[config.mk]
export PLATFORM = sky130hd
export DESIGN_NAME = tirc_top
export DESIGN_NICKNAME = d
export VERILOG_FILES = /design/src/hw/tirc_pkg.sv /design/src/hw/tirc_top.sv
export VERILOG_INCLUDE_DIRS = /design/src /design/src/hw
export SDC_FILE = /design/constraint.sdc
export NUM_CORES = 1
export LEC_CHECK = 0
export BUFFER_PORTS_ARGS = -buffer_cell sky130_fd_sc_hd__buf_2
export CAP_MARGIN = 5
export CORE_AREA = 4 4 150 152
export DETAILED_ROUTE_END_ITERATION = 10
export DIE_AREA = 0 0 154 156
export SYNTH_ARGS = -nofsm -noshare
export SYNTH_HDL_FRONTEND = slang
export SYNTH_SLANG_ARGS = --single-unit
[constraint.sdc]
create_clock -name mclk -period 2.7 [get_ports mclk]
set_clock_uncertainty 0.1 [all_clocks]
set_input_delay 0.405 -clock mclk [delete_from_list [all_inputs] [get_ports mclk]]
set_output_delay 0.405 -clock mclk [all_outputs]
set_load 0.005 [all_outputs]
[src/hw/tirc_params.svh]
/*
  Constants for the timer and port control register block: register
  indices, field positions, reset values and widths.
  Assumes it is included by bare name from the package and the design.
*/
`ifndef TIRC_PARAMS_SVH
`define TIRC_PARAMS_SVH
`define TIRC_ADDR_W 4
`define TIRC_REG_MAIN 4'h0
`define TIRC_REG_P5DIR 4'h1
`define TIRC_REG_P6DIR 4'h2
`define TIRC_REG_P7DIR 4'h3
`define TIRC_REG_CMPA 4'h4
`define TIRC_REG_BC 4'h5
`define TIRC_REG_IRC 4'h6
`define TIRC_REG_P5PD 4'h7
`define TIRC_REG_TMAIN 4'h8
`define TIRC_REG_TA 4'h9
`define TIRC_REG_TBL 4'hA
`define TIRC_REG_TBH 4'hB
`define TIRC_REG_TC 4'hC
`define TIRC_RST_ZERO 8'h00
`define TIRC_RST_ONES 8'hFF
`define TIRC_P7DIR_MASK 8'h01
`define TIRC_P5DIR_SMALL_MASK 8'h3F
`define TIRC_CMPA_RW_MASK 8'h1F
`define TIRC_BC_RW_MASK 8'hF7
`define TIRC_BIT_IRQ_EDGE 7
`define TIRC_BIT_GIE 6
`define TIRC_BIT_CMP_RES 5
`define TIRC_PIN_IR 7
`define TIRC_PS_MAX 8'hFF
`define TIRC_CNT_ONE 8'h01
`define TIRC_MAIN_COUNTS 256
`endif

[src/hw/tirc_pkg.sv]
/*
  Types for the timer and port control register block.
  Assumes tirc_params.svh is on the include path.
*/
package tirc_pkg;
  `include "tirc_params.svh"
  // main timer and irq config layout
  typedef struct packed {
    logic irq_edge_sel;
    logic gie;
    logic main_timer_src_sel;
    logic main_timer_edge_sel;
    logic main_prescale_en;
    logic [2:0] main_prescale_ratio;
  } tirc_main_t;
  typedef struct packed {
    logic [1:0] unused;
    logic comparator_result;
    logic [1:0] comparator_func_sel;
    logic timer_a_enable;
    logic timer_a_src_sel;
    logic timer_a_edge_sel;
  } tirc_cmpa_t;
  typedef struct packed {
    logic timer_b_high_byte_en;
    logic timer_b_enable;
    logic timer_b_src_sel;
    logic timer_b_edge_sel;
    logic unused;
    logic timer_c_enable;
    logic timer_c_src_sel;
    logic timer_c_edge_sel;
  } tirc_bc_t;
  typedef struct packed {
    logic timer_c_scale_en;
    logic [2:0] timer_c_scale_ratio;
    logic infrared_modulator_enable;
    logic carrier_mode_sel;
    logic long_pulse_mode;
    logic infrared_pin_func_sel;
  } tirc_irc_t;
  // comparator function codes
  typedef enum logic [1:0] {
    TIRC_CMP_OFF = 2'b00,
    TIRC_CMP_ONLY = 2'b01,
    TIRC_CMP_PIN = 2'b10,
    TIRC_OPAMP_PIN = 2'b11
  } tirc_cmp_mode_t;
endpackage : tirc_pkg

[src/hw/tirc_top.sv]
/*
  Timer and port control register block: config registers, main timer
  with prescaler, timers A/B/C, external interrupt edge detect, infrared
  pin selection and port direction/pull-down registers.
  Assumes pins are asynchronous and are synchronised here; the core
  supplies one-cycle instruction pulses and the comparator result.
*/
`timescale 1ns/1ps
`default_nettype none
`include "tirc_params.svh"
module tirc_top
  import tirc_pkg::*;
#(
  parameter bit SMALL_PACKAGE = 1'b1,
  parameter int CLK_PER_INSTR = 2
)(
  input wire logic mclk,
  input wire logic rst,
  input wire logic [3:0] addr,
  input wire logic [7:0] wdata,
  input wire logic wr_en,
  input wire logic rd_en,
  output logic [7:0] rdata,
  input wire logic instr_cycle,
  input wire logic irq_disable_instr,
  input wire logic irq_enable_instr,
  input wire logic return_from_irq_instr,
  input wire logic hw_irq_entry,
  input wire logic ext_irq_pin,
  input wire logic main_timer_count_pin,
  input wire logic timer_a_count_pin,
  input wire logic timer_b_count_pin,
  input wire logic timer_c_count_pin,
  input wire logic comparator_in,
  input wire logic carrier_low_seg,
  input wire logic pwm_wave,
  output logic ext_irq_event,
  output logic [7:0] port5_dir_oe_n,
  output logic [7:0] port6_dir_oe_n,
  output logic [7:0] port7_dir_oe_n,
  output logic [7:0] port5_pulldown_disable,
  output logic infrared_output_pin,
  output logic infrared_pin_oe,
  output logic [1:0] comparator_mode,
  output logic comparator_output_pin_en,
  output logic [7:0] main_timer_count,
  output logic [7:0] timer_a_count,
  output logic [15:0] timer_b_count,
  output logic [7:0] timer_c_count
);
  localparam logic [7:0] P5_MASK = SMALL_PACKAGE ? `TIRC_P5DIR_SMALL_MASK : `TIRC_RST_ONES;

  tirc_main_t main_cfg;
  tirc_cmpa_t cmpa_cfg;
  tirc_bc_t bc_cfg;
  tirc_irc_t irc_cfg;
  logic [7:0] p5dir, p6dir, p7dir, p5pd;
  logic [4:0] sync1, sync2, sync3;
  logic cmp_s1, cmp_s2;
  logic main_tick, ta_tick, tb_tick, tc_tick;
  logic [7:0] main_ps, tc_ps;
  logic [7:0] main_ps_lim, tc_ps_lim;
  logic [7:0] next_rdata;

  // two-flop synchronisers plus a third stage for edge detection
  always_ff @(posedge mclk)
  begin
    if (rst)
    begin
      sync1 <= 5'h00;
      sync2 <= 5'h00;
      sync3 <= 5'h00;
      cmp_s1 <= 1'b0;
      cmp_s2 <= 1'b0;
    end
    else
    begin
      sync1 <= {ext_irq_pin, main_timer_count_pin, timer_a_count_pin, timer_b_count_pin, timer_c_count_pin};
      sync2 <= sync1;
      sync3 <= sync2;
      cmp_s1 <= comparator_in;
      cmp_s2 <= cmp_s1;
    end
  end

  // edge picked by select: 0 rising, 1 falling
  function automatic logic pin_edge(input logic now, input logic prev, input logic fall);
    pin_edge = fall ? (prev & ~now) : (now & ~prev);
  endfunction : pin_edge

  // external interrupt edge detection
  always_ff @(posedge mclk)
  begin
    if (rst)
      ext_irq_event <= 1'b0;
    else
      ext_irq_event <= pin_edge(sync2[4], sync3[4], main_cfg.irq_edge_sel);
  end

  // source select per timer
  always_comb
  begin
    main_tick = main_cfg.main_timer_src_sel ? pin_edge(sync2[3], sync3[3], main_cfg.main_timer_edge_sel)
                                            : instr_cycle;
    ta_tick = cmpa_cfg.timer_a_enable &
              (cmpa_cfg.timer_a_src_sel ? pin_edge(sync2[2], sync3[2], cmpa_cfg.timer_a_edge_sel)
                                        : instr_cycle);
    tb_tick = bc_cfg.timer_b_enable &
              (bc_cfg.timer_b_src_sel ? pin_edge(sync2[1], sync3[1], bc_cfg.timer_b_edge_sel)
                                      : instr_cycle);
    // in carrier mode the scaler only sees low segments of the carrier
    tc_tick = bc_cfg.timer_c_enable &
              (bc_cfg.timer_c_src_sel ? pin_edge(sync2[0], sync3[0], bc_cfg.timer_c_edge_sel)
                                      : instr_cycle) &
              (~(irc_cfg.infrared_modulator_enable & irc_cfg.carrier_mode_sel) | carrier_low_seg);
    // divide ratio 2^(code+1), limit is ratio minus one
    main_ps_lim = 8'((16'h0002 << main_cfg.main_prescale_ratio) - 16'h0001);
    tc_ps_lim = 8'((16'h0002 << irc_cfg.timer_c_scale_ratio) - 16'h0001);
  end

  // main timer prescaler and 256-count counter; the instruction clock
  // already carries the 2- or 4-clock factor of the period
  always_ff @(posedge mclk)
  begin
    if (rst)
    begin
      main_ps <= `TIRC_RST_ZERO;
      main_timer_count <= `TIRC_RST_ZERO;
    end
    else if (main_tick)
    begin
      if (!main_cfg.main_prescale_en || main_ps == main_ps_lim)
      begin
        main_ps <= `TIRC_RST_ZERO;
        main_timer_count <= main_timer_count + `TIRC_CNT_ONE;
      end
      else
        main_ps <= main_ps + `TIRC_CNT_ONE;
    end
  end

  // timer A
  always_ff @(posedge mclk)
  begin
    if (rst)
      timer_a_count <= `TIRC_RST_ZERO;
    else if (ta_tick)
      timer_a_count <= timer_a_count + `TIRC_CNT_ONE;
  end

  // timer B; the upper byte is held clear whenever not widened, so a
  // stale high byte never survives a switch back to 8-bit mode
  always_ff @(posedge mclk)
  begin
    if (rst)
      timer_b_count <= 16'h0000;
    else if (!bc_cfg.timer_b_high_byte_en)
      timer_b_count <= {8'h00, tb_tick ? timer_b_count[7:0] + `TIRC_CNT_ONE : timer_b_count[7:0]};
    else if (tb_tick)
      timer_b_count <= timer_b_count + 16'h0001;
  end

  // timer C scaler and counter
  always_ff @(posedge mclk)
  begin
    if (rst)
    begin
      tc_ps <= `TIRC_RST_ZERO;
      timer_c_count <= `TIRC_RST_ZERO;
    end
    else if (tc_tick)
    begin
      if (!irc_cfg.timer_c_scale_en || tc_ps == tc_ps_lim)
      begin
        tc_ps <= `TIRC_RST_ZERO;
        timer_c_count <= timer_c_count + `TIRC_CNT_ONE;
      end
      else
        tc_ps <= tc_ps + `TIRC_CNT_ONE;
    end
  end

  // config registers; the enable flag and comparator result share this
  // process so each packed register has a single driver
  always_ff @(posedge mclk)
  begin
    if (rst)
    begin
      main_cfg.gie <= 1'b0;
      cmpa_cfg.comparator_result <= 1'b0;
      {main_cfg.irq_edge_sel, main_cfg.main_timer_src_sel, main_cfg.main_timer_edge_sel,
       main_cfg.main_prescale_en, main_cfg.main_prescale_ratio} <= 7'h00;
      cmpa_cfg.unused <= 2'b00;
      {cmpa_cfg.comparator_func_sel, cmpa_cfg.timer_a_enable, cmpa_cfg.timer_a_src_sel,
       cmpa_cfg.timer_a_edge_sel} <= 5'h00;
      bc_cfg <= `TIRC_RST_ZERO;
      irc_cfg <= `TIRC_RST_ZERO;
      p5dir <= P5_MASK & `TIRC_RST_ONES;
      p6dir <= `TIRC_RST_ONES;
      p7dir <= `TIRC_P7DIR_MASK;
      p5pd <= `TIRC_RST_ONES;
    end
    else
    begin
      // enable flag: instructions and interrupt entry only; disable wins over enable
      if (irq_disable_instr || hw_irq_entry)
        main_cfg.gie <= 1'b0;
      else if (irq_enable_instr || return_from_irq_instr)
        main_cfg.gie <= 1'b1;
      cmpa_cfg.comparator_result <= cmp_s2;
      if (wr_en)
      begin
      case (addr)
        `TIRC_REG_MAIN:
        begin
          main_cfg.irq_edge_sel <= wdata[`TIRC_BIT_IRQ_EDGE];
          {main_cfg.main_timer_src_sel, main_cfg.main_timer_edge_sel,
           main_cfg.main_prescale_en, main_cfg.main_prescale_ratio} <= wdata[5:0];
        end
        `TIRC_REG_P5DIR: p5dir <= wdata & P5_MASK;
        `TIRC_REG_P6DIR: p6dir <= wdata;
        `TIRC_REG_P7DIR: p7dir <= wdata & `TIRC_P7DIR_MASK;
        `TIRC_REG_CMPA:
        begin
          {cmpa_cfg.comparator_func_sel, cmpa_cfg.timer_a_enable, cmpa_cfg.timer_a_src_sel,
           cmpa_cfg.timer_a_edge_sel} <= wdata[4:0];
        end
        `TIRC_REG_BC: bc_cfg <= wdata & `TIRC_BC_RW_MASK;
        `TIRC_REG_IRC: irc_cfg <= wdata;
        `TIRC_REG_P5PD: p5pd <= wdata;
        default: ;
      endcase
      end
    end
  end

  // read mux; unmapped reads return zero
  always_comb
  begin
    case (addr)
      `TIRC_REG_MAIN: next_rdata = main_cfg;
      `TIRC_REG_P5DIR: next_rdata = p5dir;
      `TIRC_REG_P6DIR: next_rdata = p6dir;
      `TIRC_REG_P7DIR: next_rdata = p7dir;
      `TIRC_REG_CMPA: next_rdata = cmpa_cfg & (`TIRC_CMPA_RW_MASK | (8'h01 << `TIRC_BIT_CMP_RES));
      `TIRC_REG_BC: next_rdata = bc_cfg;
      `TIRC_REG_IRC: next_rdata = irc_cfg;
      `TIRC_REG_P5PD: next_rdata = p5pd;
      `TIRC_REG_TMAIN: next_rdata = main_timer_count;
      `TIRC_REG_TA: next_rdata = timer_a_count;
      `TIRC_REG_TBL: next_rdata = timer_b_count[7:0];
      `TIRC_REG_TBH: next_rdata = timer_b_count[15:8];
      `TIRC_REG_TC: next_rdata = timer_c_count;
      default: next_rdata = `TIRC_RST_ZERO;
    endcase
  end

  // read data stands one cycle after the strobe only
  always_ff @(posedge mclk)
  begin
    if (rst || !rd_en)
      rdata <= `TIRC_RST_ZERO;
    else
      rdata <= next_rdata;
  end

  // registered pin-facing outputs
  always_ff @(posedge mclk)
  begin
    if (rst)
    begin
      port5_dir_oe_n <= P5_MASK & `TIRC_RST_ONES;
      port6_dir_oe_n <= `TIRC_RST_ONES;
      port7_dir_oe_n <= `TIRC_P7DIR_MASK;
      port5_pulldown_disable <= `TIRC_RST_ONES;
      infrared_output_pin <= 1'b1;
      infrared_pin_oe <= 1'b0;
      comparator_mode <= 2'b00;
      comparator_output_pin_en <= 1'b0;
    end
    else
    begin
      port5_dir_oe_n <= p5dir;
      port6_dir_oe_n <= p6dir;
      port7_dir_oe_n <= p7dir;
      port5_pulldown_disable <= p5pd;
      comparator_mode <= cmpa_cfg.comparator_func_sel;
      comparator_output_pin_en <= cmpa_cfg.comparator_func_sel[1];
      // output enable is also gated here by the pin direction bit p6dir[7]
      infrared_pin_oe <= irc_cfg.infrared_pin_func_sel & irc_cfg.infrared_modulator_enable
                         & ~p6dir[`TIRC_PIN_IR];
      if (!irc_cfg.infrared_modulator_enable)
        infrared_output_pin <= 1'b1;
      else if (irc_cfg.carrier_mode_sel)
        infrared_output_pin <= ~carrier_low_seg;
      else
        infrared_output_pin <= pwm_wave | (irc_cfg.long_pulse_mode & 1'b0);
    end
  end
endmodule : tirc_top
`default_nettype wire

# Word level (Yosys, flattened, before mapping)
# Cells that the tools add are included.
# classes
add_sub_neg	9
eq_ne	14
shifts	2
muxes	16
n_bitwise	33
n_reduce_logical	22
# op_table
cell	n
$pmux W8 S13	1
$add A8 B1 Y8 const B	6
$mux W8	5
$eq A4 B4 Y1 const B	5
$reduce_and A2 Y1	10
$and A1 B1 Y1	17
$add A16 B1 Y16 const B	1
$eq A4 B3 Y1 const B	4
$eq A8 B8 Y1	2
$shl A2 B3 Y8 const A	2
$sub A8 B1 Y8 const B	2
$not A1 Y1	15
$mux W1	10
$eq A4 B2 Y1 const B	2
$reduce_or A2 Y1	3
$logic_or A1 B1 Y1	5
$eq A4 B1 Y1 const B	1
$logic_not A4 Y1	1
$logic_not A1 Y1	3
$or A1 B1 Y1	1
# totals
regBits	162
input_bits	29
out_inout_bits	86
word_cells	146

# Longest topological paths before layout
# Gate-level depths: netlist of the first run.
# logic_depth
word_depth	7
depth_mapped	13

# Worst setup path after synthesis of the first run
# No wires, ideal clock.
# synth_path
path_kind	register -> register
startpoint	register main_cfg[2] in the netlist's numbering
endpoint	register main_timer_count[4]
setup_time_ps	70
arrival_ps	2518
path_slack_ps	12
path_stages_with_launch	13
path_buffers	2
period_less_slack_ps	2688
cell_sequence	dfxtp_1 > buf_4 > nor2_1 > nand2_1 > ha_1 > clkbuf_1 > nor2b_1 > o221ai_1 > a221oi_1 > o41ai_4 > nand2_4 > or3_1 > a21oi_1
# synth_via
elab_chain_cells	5
# synth_rtl
item	line_no	rtl
start: declaration	tirc_top.sv:53	tirc_main_t main_cfg;
$shl A2 B3 Y8	tirc_top.sv:117	main_ps_lim = 8'((16'h0002 << main_cfg.main_prescale_ratio) - 16'h0001);
$sub A8 B1 Y8	tirc_top.sv:117	
$eq A8 B8 Y1	tirc_top.sv:132	if (!main_cfg.main_prescale_en || main_ps == main_ps_lim)
$logic_or A1 B1 Y1	tirc_top.sv:132	
$reduce_and A2 Y1 (no line)	-	
end signal: assignment	tirc_top.sv:128	main_timer_count <= `TIRC_RST_ZERO;
end signal: assignment	tirc_top.sv:135	main_timer_count <= main_timer_count + `TIRC_CNT_ONE;
end: declaration	tirc_top.sv:46	output logic [7:0] main_timer_count,
# No other way between the ends.
# A chain may end at the register's enable or synchronous reset.

# Worst setup path in the final report of the first run
# layout_path
startpoint	register main_cfg[0] in the netlist's numbering
endpoint	register main_timer_count[4]
# The elaborated chain is that of the path after synthesis.

==> results of run 1 <==
cell type report:
class | instances | area, um^2
repair buffers | 139 | 808
well taps | 275 | 344
clock inverters | 14 | 191
fillers | 2093 | 12100
clock buffers | 18 | 439
inverters | 14 | 52.6
flip-flops and latches | 161 | 3230
multi-input cells | 601 | 3830
critical path, stage by stage, from the launching register on:
cell and delay [ns]:
dfxtp_2 0.35, buf_4 0.15, or3_1 0.36, a2111oi_2 0.31
a21oi_1 0.11, o41ai_4 0.49, nand2_4 0.12, or3_1 0.36
a21oi_1 0.14
stage by stage:
step	setup slack [ns]	instance area, um^2
2_1_floorplan	0.0116	7350
3_3_place_gp	0.0380	8220
3_5_place_dp	0.0109	8220
4_1_cts	0.0502	8850
5_1_grt	0.0137	8900
6_report	0.149	8900
synth_stat cells (15+ instances only):
master	n	share of area
and3_1	16	0.014
o21ai_0	25	0.017
xor2_1	33	0.039
nor2b_1	39	0.033
nand2_1	51	0.026
mux2i_1	37	0.051
a21oi_1	38	0.026
dfxtp_1	161	0.44
or2_2	23	0.020
nor2_1	113	0.058
a211o_1	15	0.018
clkbuf_1	33	0.017
nand3_1	34	0.023
nand3b_1	15	0.015
power by group:
group	switching, mW	internal [mW]	total [mW]
sequential	0.0321	2.41	2.44
combinational	0.203	0.131	0.334
clock	1.07	1.51	2.59
registers in the layout, summed over array words and instances, names as in the netlist, 8 cells and up:
name and cells:
irc_cfg 8, timer_a_count 8, main_cfg 8, main_ps 8, timer_c_count 8, tc_ps 8, p6dir 8, port5_pulldown_disable 8
p5pd 8, main_timer_count 8, port6_dir_oe_n 8, rdata 8, timer_b_count 16
worst min-delay path by stage:
stage                         from                       end  slack, ns  cells after the start
2_1_floorplan    cmp_s1$_SDFF_PP0_         cmp_s2$_SDFF_PP0_       0.31                      1
3_3_place_gp   sync1[4]$_SDFF_PP0_       sync2[4]$_SDFF_PP0_       0.32                      1
3_5_place_dp   sync1[4]$_SDFF_PP0_       sync2[4]$_SDFF_PP0_       0.33                      1
4_1_cts          irq_disable_instr  main_cfg[6]$_SDFFE_PP0P_       0.02                      2
5_1_grt          irq_disable_instr  main_cfg[6]$_SDFFE_PP0P_       0.02                      2
6_report         irq_disable_instr  main_cfg[6]$_SDFFE_PP0P_       0.03                      2
cells by family (layout without fill, tap and decap cells):
kind of cell	after synthesis	after routing	synth area share
other	1	9	0.000512
XOR/XNOR	47	47	0.0562
multiplexers	45	45	0.0644
flip-flops	161	161	0.440
adder cells (fa/ha/maj)	8	8	0.0137
buffers and inverters	73	185	0.0471
AND/OR/NAND/NOR	360	360	0.252
AO/OA/AOI/OAI	132	132	0.126
repair_timing:
action,in CTS,in global routing
resized for setup,1,11
pin swaps,0,14
setup endpoints to repair,2,20
layer usage:
| metal | vias up | GRT usage |
|---|---|---|
| met3 | 29 | 0.0452 |
| met1 | 2910 | 0.241 |
| met5 | - | 0 |
| met4 | 0 | 0.0580 |
| li1 | 3071 | - |
| met2 | 223 | 0.264 |
==> summary.md, run 1 <==
| Metric | Value |
|---|---|
| Status | `finished clean` |
| Worst-path maximum fanout | `5` |
| Max Freq | `0.392 GHz` |
| Mapped Avg Cell Area | `between 8 and 9 um^2` |
| Final Hold Viols | `0` |
| Final WL | `roughly 21000 um` |
| Req. time, crit path | `a little under 3 ns` |
| Warnings from Yosys | `0` |
| Final setup fails | `0` |
| Slew @ Worst Pin | `around 0.68 ns` |
| DIE AREA | `24000 um^2` |
| Dpl cells | `roughly 1200` |
| Relative slew slack | `0.544` |
| CP Class | `register to register` |
| Tot Pwr | `roughly 5.4 mW` |
| Routability cong. | `around 0.9` |
| Tcrit/Tclk final | `0.945` |
| Ys async rst share | `0` |
| Most used DFF post-synth | `dfxtp_1` |
| Vias | `6233` |
| Commonest non-fill, non-tap cell in the layout | `dfxtp_1` |
| Post-synthesis cell count | `just over 800` |
| Ports | `approximately 120` |
| First-pass GRT wire length | `around 33000 um` |
| Core Region | `approximately 21000 um^2` |
| Routed Antenna Nets | `0` |
| Clock latency on the worst-skew pair | `between 0.4 and 0.5 ns` |
| Clock root cell | `clkbuf_16` |
| ANT cells | `0` |
| CP Capture Type | `register` |
| Fin util | `0.423` |
| Type of origin of the critical path | `register` |
| Post-CTS Setup Repair Bufs | `0` |
| Buffers added on ports | `~110` |
| Met1 WL | `between 9000 and 10000 um` |
| Final non-filler cell total | `approximately 1200` |
| Detail Placement HPWL | `roughly 15000 um` |
| Largest net degree at the start of global routing | `between 100 and 150` |
| Crit Reg-Reg Startpoint | `main_cfg[0]$_SDFFE_PP0P_` |
| Wire length per cell | `about 17 um` |
| Yosys reg bits | `about 160` |
| Share of layout cells above drive strength 1 | `0.233` |
| RSZ-0062 raised after global routing | `false` |
| Tmin final | `around 2.6 ns` |
| Setup crit start | `main_cfg[0]$_SDFFE_PP0P_` |
| CTS Hold Bufs | `0` |
| Core Rows | `53` |
| DR pass1 iterations | `6` |
| Worst hold path class | `input pin to register` |
| Htree depth | `4` |
| Vias in the first global route | `5738` |
| Count of different cell masters after synthesis | `65` |
| CTS Buf Count | `17` |
| WP data arrival | `between 2 and 3 ns` |
| Reg clk slew, reported paths | `around 0.070 ns` |
| Lkg Pwr | `~3.6 nW` |
| Via/cell ratio | `~5.1` |
| Initial antenna violation count | `0` |
| Die Wd | `~150 um` |
| Most frequent cells in the layout | `dfxtp_1 (158), nor2_1 (112), buf_2 (104)` |
| R2R setup slack | `0.15 ns` |
| GRT overflow | `0` |
| Die Ht | `156 um` |
| Pwr Density | `slightly above 600 nW/um^2` |
| Hold_ws | `about 0.033 ns` |
| WL met3 | `between 1500 and 2000 um` |
| Max layer used | `met4` |
| Total GRT Usage | `0.174` |
| Max-slew violations | `0` |
| Initial Util | `0.348` |
| IR drop worst, VDD | `around 430 uV` |
| Setup TNS | `0 ns` |
| Mapped Area | `~7300 um^2` |
| CP endpoint | `main_timer_count[4]$_SDFFE_PP0P_` |
| Worst reg2reg endpoint | `main_timer_count[4]$_SDFFE_PP0P_` |
| DRC violations left | `0` |
| CTS tree | `yes` |
| Clock Path Buffers | `2` |
| Area growth from synthesis to layout | `21.5%` |
| DRT iter0 DRCs | `roughly 630` |
| Nets@finish | `between 900 and 1000` |
| Cells on worst reg2reg path | `8` |
| Number of synthesized flops with an enable pin | `0` |
| CTS sink cnt | `about 160` |
| Met2 wire len | `about 9500 um` |
| Max Cap Viol | `0` |
| Sequential share of the synthesized area | `0.440` |
Power figures use the tool's default switching activity.
==> run 2, diff against run 1 <==
--- a/config.mk
+++ b/config.mk
@@ -9,8 +9,11 @@
 export BUFFER_PORTS_ARGS = -buffer_cell sky130_fd_sc_hd__buf_2
 export CAP_MARGIN = 5
 export CORE_AREA = 4 4 150 152
+export CTS_BUF_LIST = sky130_fd_sc_hd__clkbuf_4
+export CTS_CLUSTER_DIAMETER = 30
 export DETAILED_ROUTE_END_ITERATION = 10
 export DIE_AREA = 0 0 154 156
+export REMOVE_ABC_BUFFERS = 1
 export SYNTH_ARGS = -nofsm -noshare
 export SYNTH_HDL_FRONTEND = slang
 export SYNTH_SLANG_ARGS = --single-unit
==> summary.md, run 2 (same netlist as run 1, synthesis figures left out) <==
| Metric | Value |
|---|---|
| DR pass1 iterations | `6 (unchanged)` |
| WP data arrival | `3.04 ns (+0.23 ns)` |
| DRT iter0 DRCs | `424 (-32%)` |
| Biggest register | `timer_b_count` |
| Buffers added on ports | `105 (unchanged)` |
| Hold_ws | `0.0381 ns (+0.00538 ns)` |
| Vias in the first global route | `5732 (-0.10%)` |
| Critical path buffers and inverters | `2 (+1)` |
| Max Cap Viol | `0 (unchanged)` |
| Initial Util | `0.348 (unchanged)` |
| Clock root cell | `clkbuf_4` |
| IR drop worst, VDD | `214 uV (-50%)` |
| Relative slew slack | `0.349 (-0.195)` |
| Status | `finished clean` |
| Req. time, crit path | `3.12 ns (+0.16 ns)` |
| Detail Placement HPWL | `15300 um (-0.69%)` |
| GRT overflow | `0 (unchanged)` |
| Largest net degree at the start of global routing | `54 (-49%)` |
| DRC violations left | `0 (unchanged)` |
| Core Rows | `53 (unchanged)` |
| Cell Area, Placed | `8160 um^2 (-0.76%)` |
| CP Class | `register to register` |
| Tot Pwr | `4.27 mW (-20%)` |
| Nets@finish | `981 (+1.0%)` |
| Htree depth | `4 (unchanged)` |
| Area growth from synthesis to layout | `18.2%` |
| Tmin final | `2.63 ns (+0.0752 ns)` |
| Die Ht | `156 um (unchanged)` |
| CTS Buf Count | `17 (unchanged)` |
| Commonest non-fill, non-tap cell in the layout | `dfxtp_1` |
| CP Capture Type | `register` |
| Fin area | `8650 um^2 (-2.7%)` |
| Ports | `115 (unchanged)` |
| CP cell instances | `or3_4 -> ha_4 -> xor2_1 -> xnor2_1 -> nand3_1 -> a211oi_2 -> a21oi_2 -> buf_6 -> buf_4 -> or3_1 -> a21oi_1` |
| Max-slew violations | `0 (unchanged)` |
| Max Freq | `0.381 GHz (-2.9%)` |
| Most frequent cells in the layout | `dfxtp_1 (159), nor2_1 (112), buf_2 (104)` |
| Routability cong. | `0.871 (-3.9%)` |
| Vias | `6306 (+1.2%)` |
| DIE AREA | `24000 um^2 (unchanged)` |
| First-pass GRT wire length | `32500 um (-1.3%)` |
| Setup crit start | `irc_cfg[4]$_SDFFE_PP0P_` |
| Lkg Pwr | `3.47 nW (-3.3%)` |
| Slew @ Worst Pin | `0.973 ns (+0.293 ns)` |
| Pwr Density | `493 nW/um^2 (-18%)` |
| HP Start | `wdata[0]` |
| Slowest CP cell | `or3_4` |
| Fill cells | `2112 (+0.91%)` |
| Final WL | `20800 um (-1.3%)` |
| Tcrit/Tclk final | `0.973 (+0.0278)` |
| Reg clk slew, reported paths | `0.16 ns (+0.09 ns)` |
| Type of origin of the critical path | `register` |
| Share of layout cells above drive strength 1 | `0.232 (-0.00139)` |
| CTS tree | `yes` |
| Max FFs per register | `16 (unchanged)` |
| Total GRT Usage | `0.171 (-0.00265)` |
| Critical path's top delay family | `simple AND/OR/NAND/NOR gates` |
| Initial antenna violation count | `1 (+1)` |
| Core Region | `21000 um^2 (unchanged)` |
| Clock Path Buffers | `2 (unchanged)` |
| Wire length per cell | `16.8 um (-2.1%)` |
| Worst hold path class | `input pin to register` |
| CP max stage delay | `0.39 ns (-0.10 ns)` |
| Final Hold Viols | `0 (unchanged)` |
| Routed Antenna Nets | `0 (unchanged)` |
| CTS sink cnt | `161 (unchanged)` |
| Die Wd | `154 um (unchanged)` |
| Crit Reg-Reg Startpoint | `irc_cfg[4]$_SDFFE_PP0P_` |
| Clock latency on the worst-skew pair | `0.59 ns (+0.16 ns)` |
| Worst-path maximum fanout | `6 (+1)` |
| Final setup fails | `0 (unchanged)` |
| Via/cell ratio | `5.11 (+0.27%)` |
-- run 2: changes by cell type in the layout (fill, tap and decap cells not counted), sizes merged --
cell and delta:
buf -2, bufinv -1, clkbuf -1, clkdlybuf4s15 +1, clkinv +4, clkinvlp +1
diode +1, dlygate4sd3 +11, inv -3
-- run 2: path summary, 6_finish.rpt --
kind,end,slack [ns],cells after the start
max,timer_c_count[6]$_SDFFE_PP0P_,0.07,11
min,p6dir[0]$_SDFFE_PP1P_,0.04,3
max reg2reg,timer_c_count[6]$_SDFFE_PP0P_,0.07,11
min reg2reg,sync2[3]$_SDFF_PP0_,0.35,1
-- run 2: cell type report --
cell class | count | area [um^2] | area share
sequential | 161 | 3230 | 0.373
clock inverter | 15 | 160 | 0.0185
clock buffer | 17 | 128 | 0.0147
timing repair buffer | 149 | 897 | 0.104
inverter | 14 | 52.6 | 0.00607
multi-input combinational | 601 | 3840 | 0.444
tap | 275 | 344 | 0.0398
antenna | 1 | 2.50 | 0.000289
-- run 2: layer usage --
| metal | GRT usage | routed length [um] | vias up |
|---|---|---|---|
| li1 | - | - | 3091 |
| met1 | 0.242 | 9770 | 2974 |
| met2 | 0.259 | 9280 | 224 |
| met3 | 0.0399 | 1410 | 17 |
| met4 | 0.0555 | 320 | 0 |
| met5 | 0 | 0 | - |
-- run 2: worst min-delay path: cells and delay by family --
kind                   cells  cell delay, ns
buffers and inverters      1            0.16
AND/OR/NAND/NOR            2            0.13
-- run 2: metrics by stage --
| stage | cells | setup slack (ns) | util | setup TNS (ns) |
|---|---|---|---|---|
| floorplan | 776 | 0.0181 | - | 0 |
| global placement | 1186 | 0.0498 | 0.388 | 0 |
| detailed placement | 1186 | 0.0109 | 0.388 | 0 |
| CTS | 1229 | 0.0221 | 0.407 | 0 |
| global route | 1233 | -0.0196 | 0.412 | -0.0512 |
| finish | 1233 | 0.0738 | 0.412 | 0 |
-- run 2: power breakdown --
part	leakage [nW]	switching [mW]	internal (mW)
combinational	2.02	0.200	0.139
clock	0.148	0.924	0.560
sequential	1.31	0.0295	2.41
total	3.47	1.15	3.11
-- run 2: repair_timing --
item	4_1_cts	5_1_grt
pin swaps	1	11
endpoints found under the hold margin	10	0
gates cloned	0	1
setup buffers	0	2
setup endpoints to repair	2	24
gates resized for setup	1	17
hold buffers	11	0
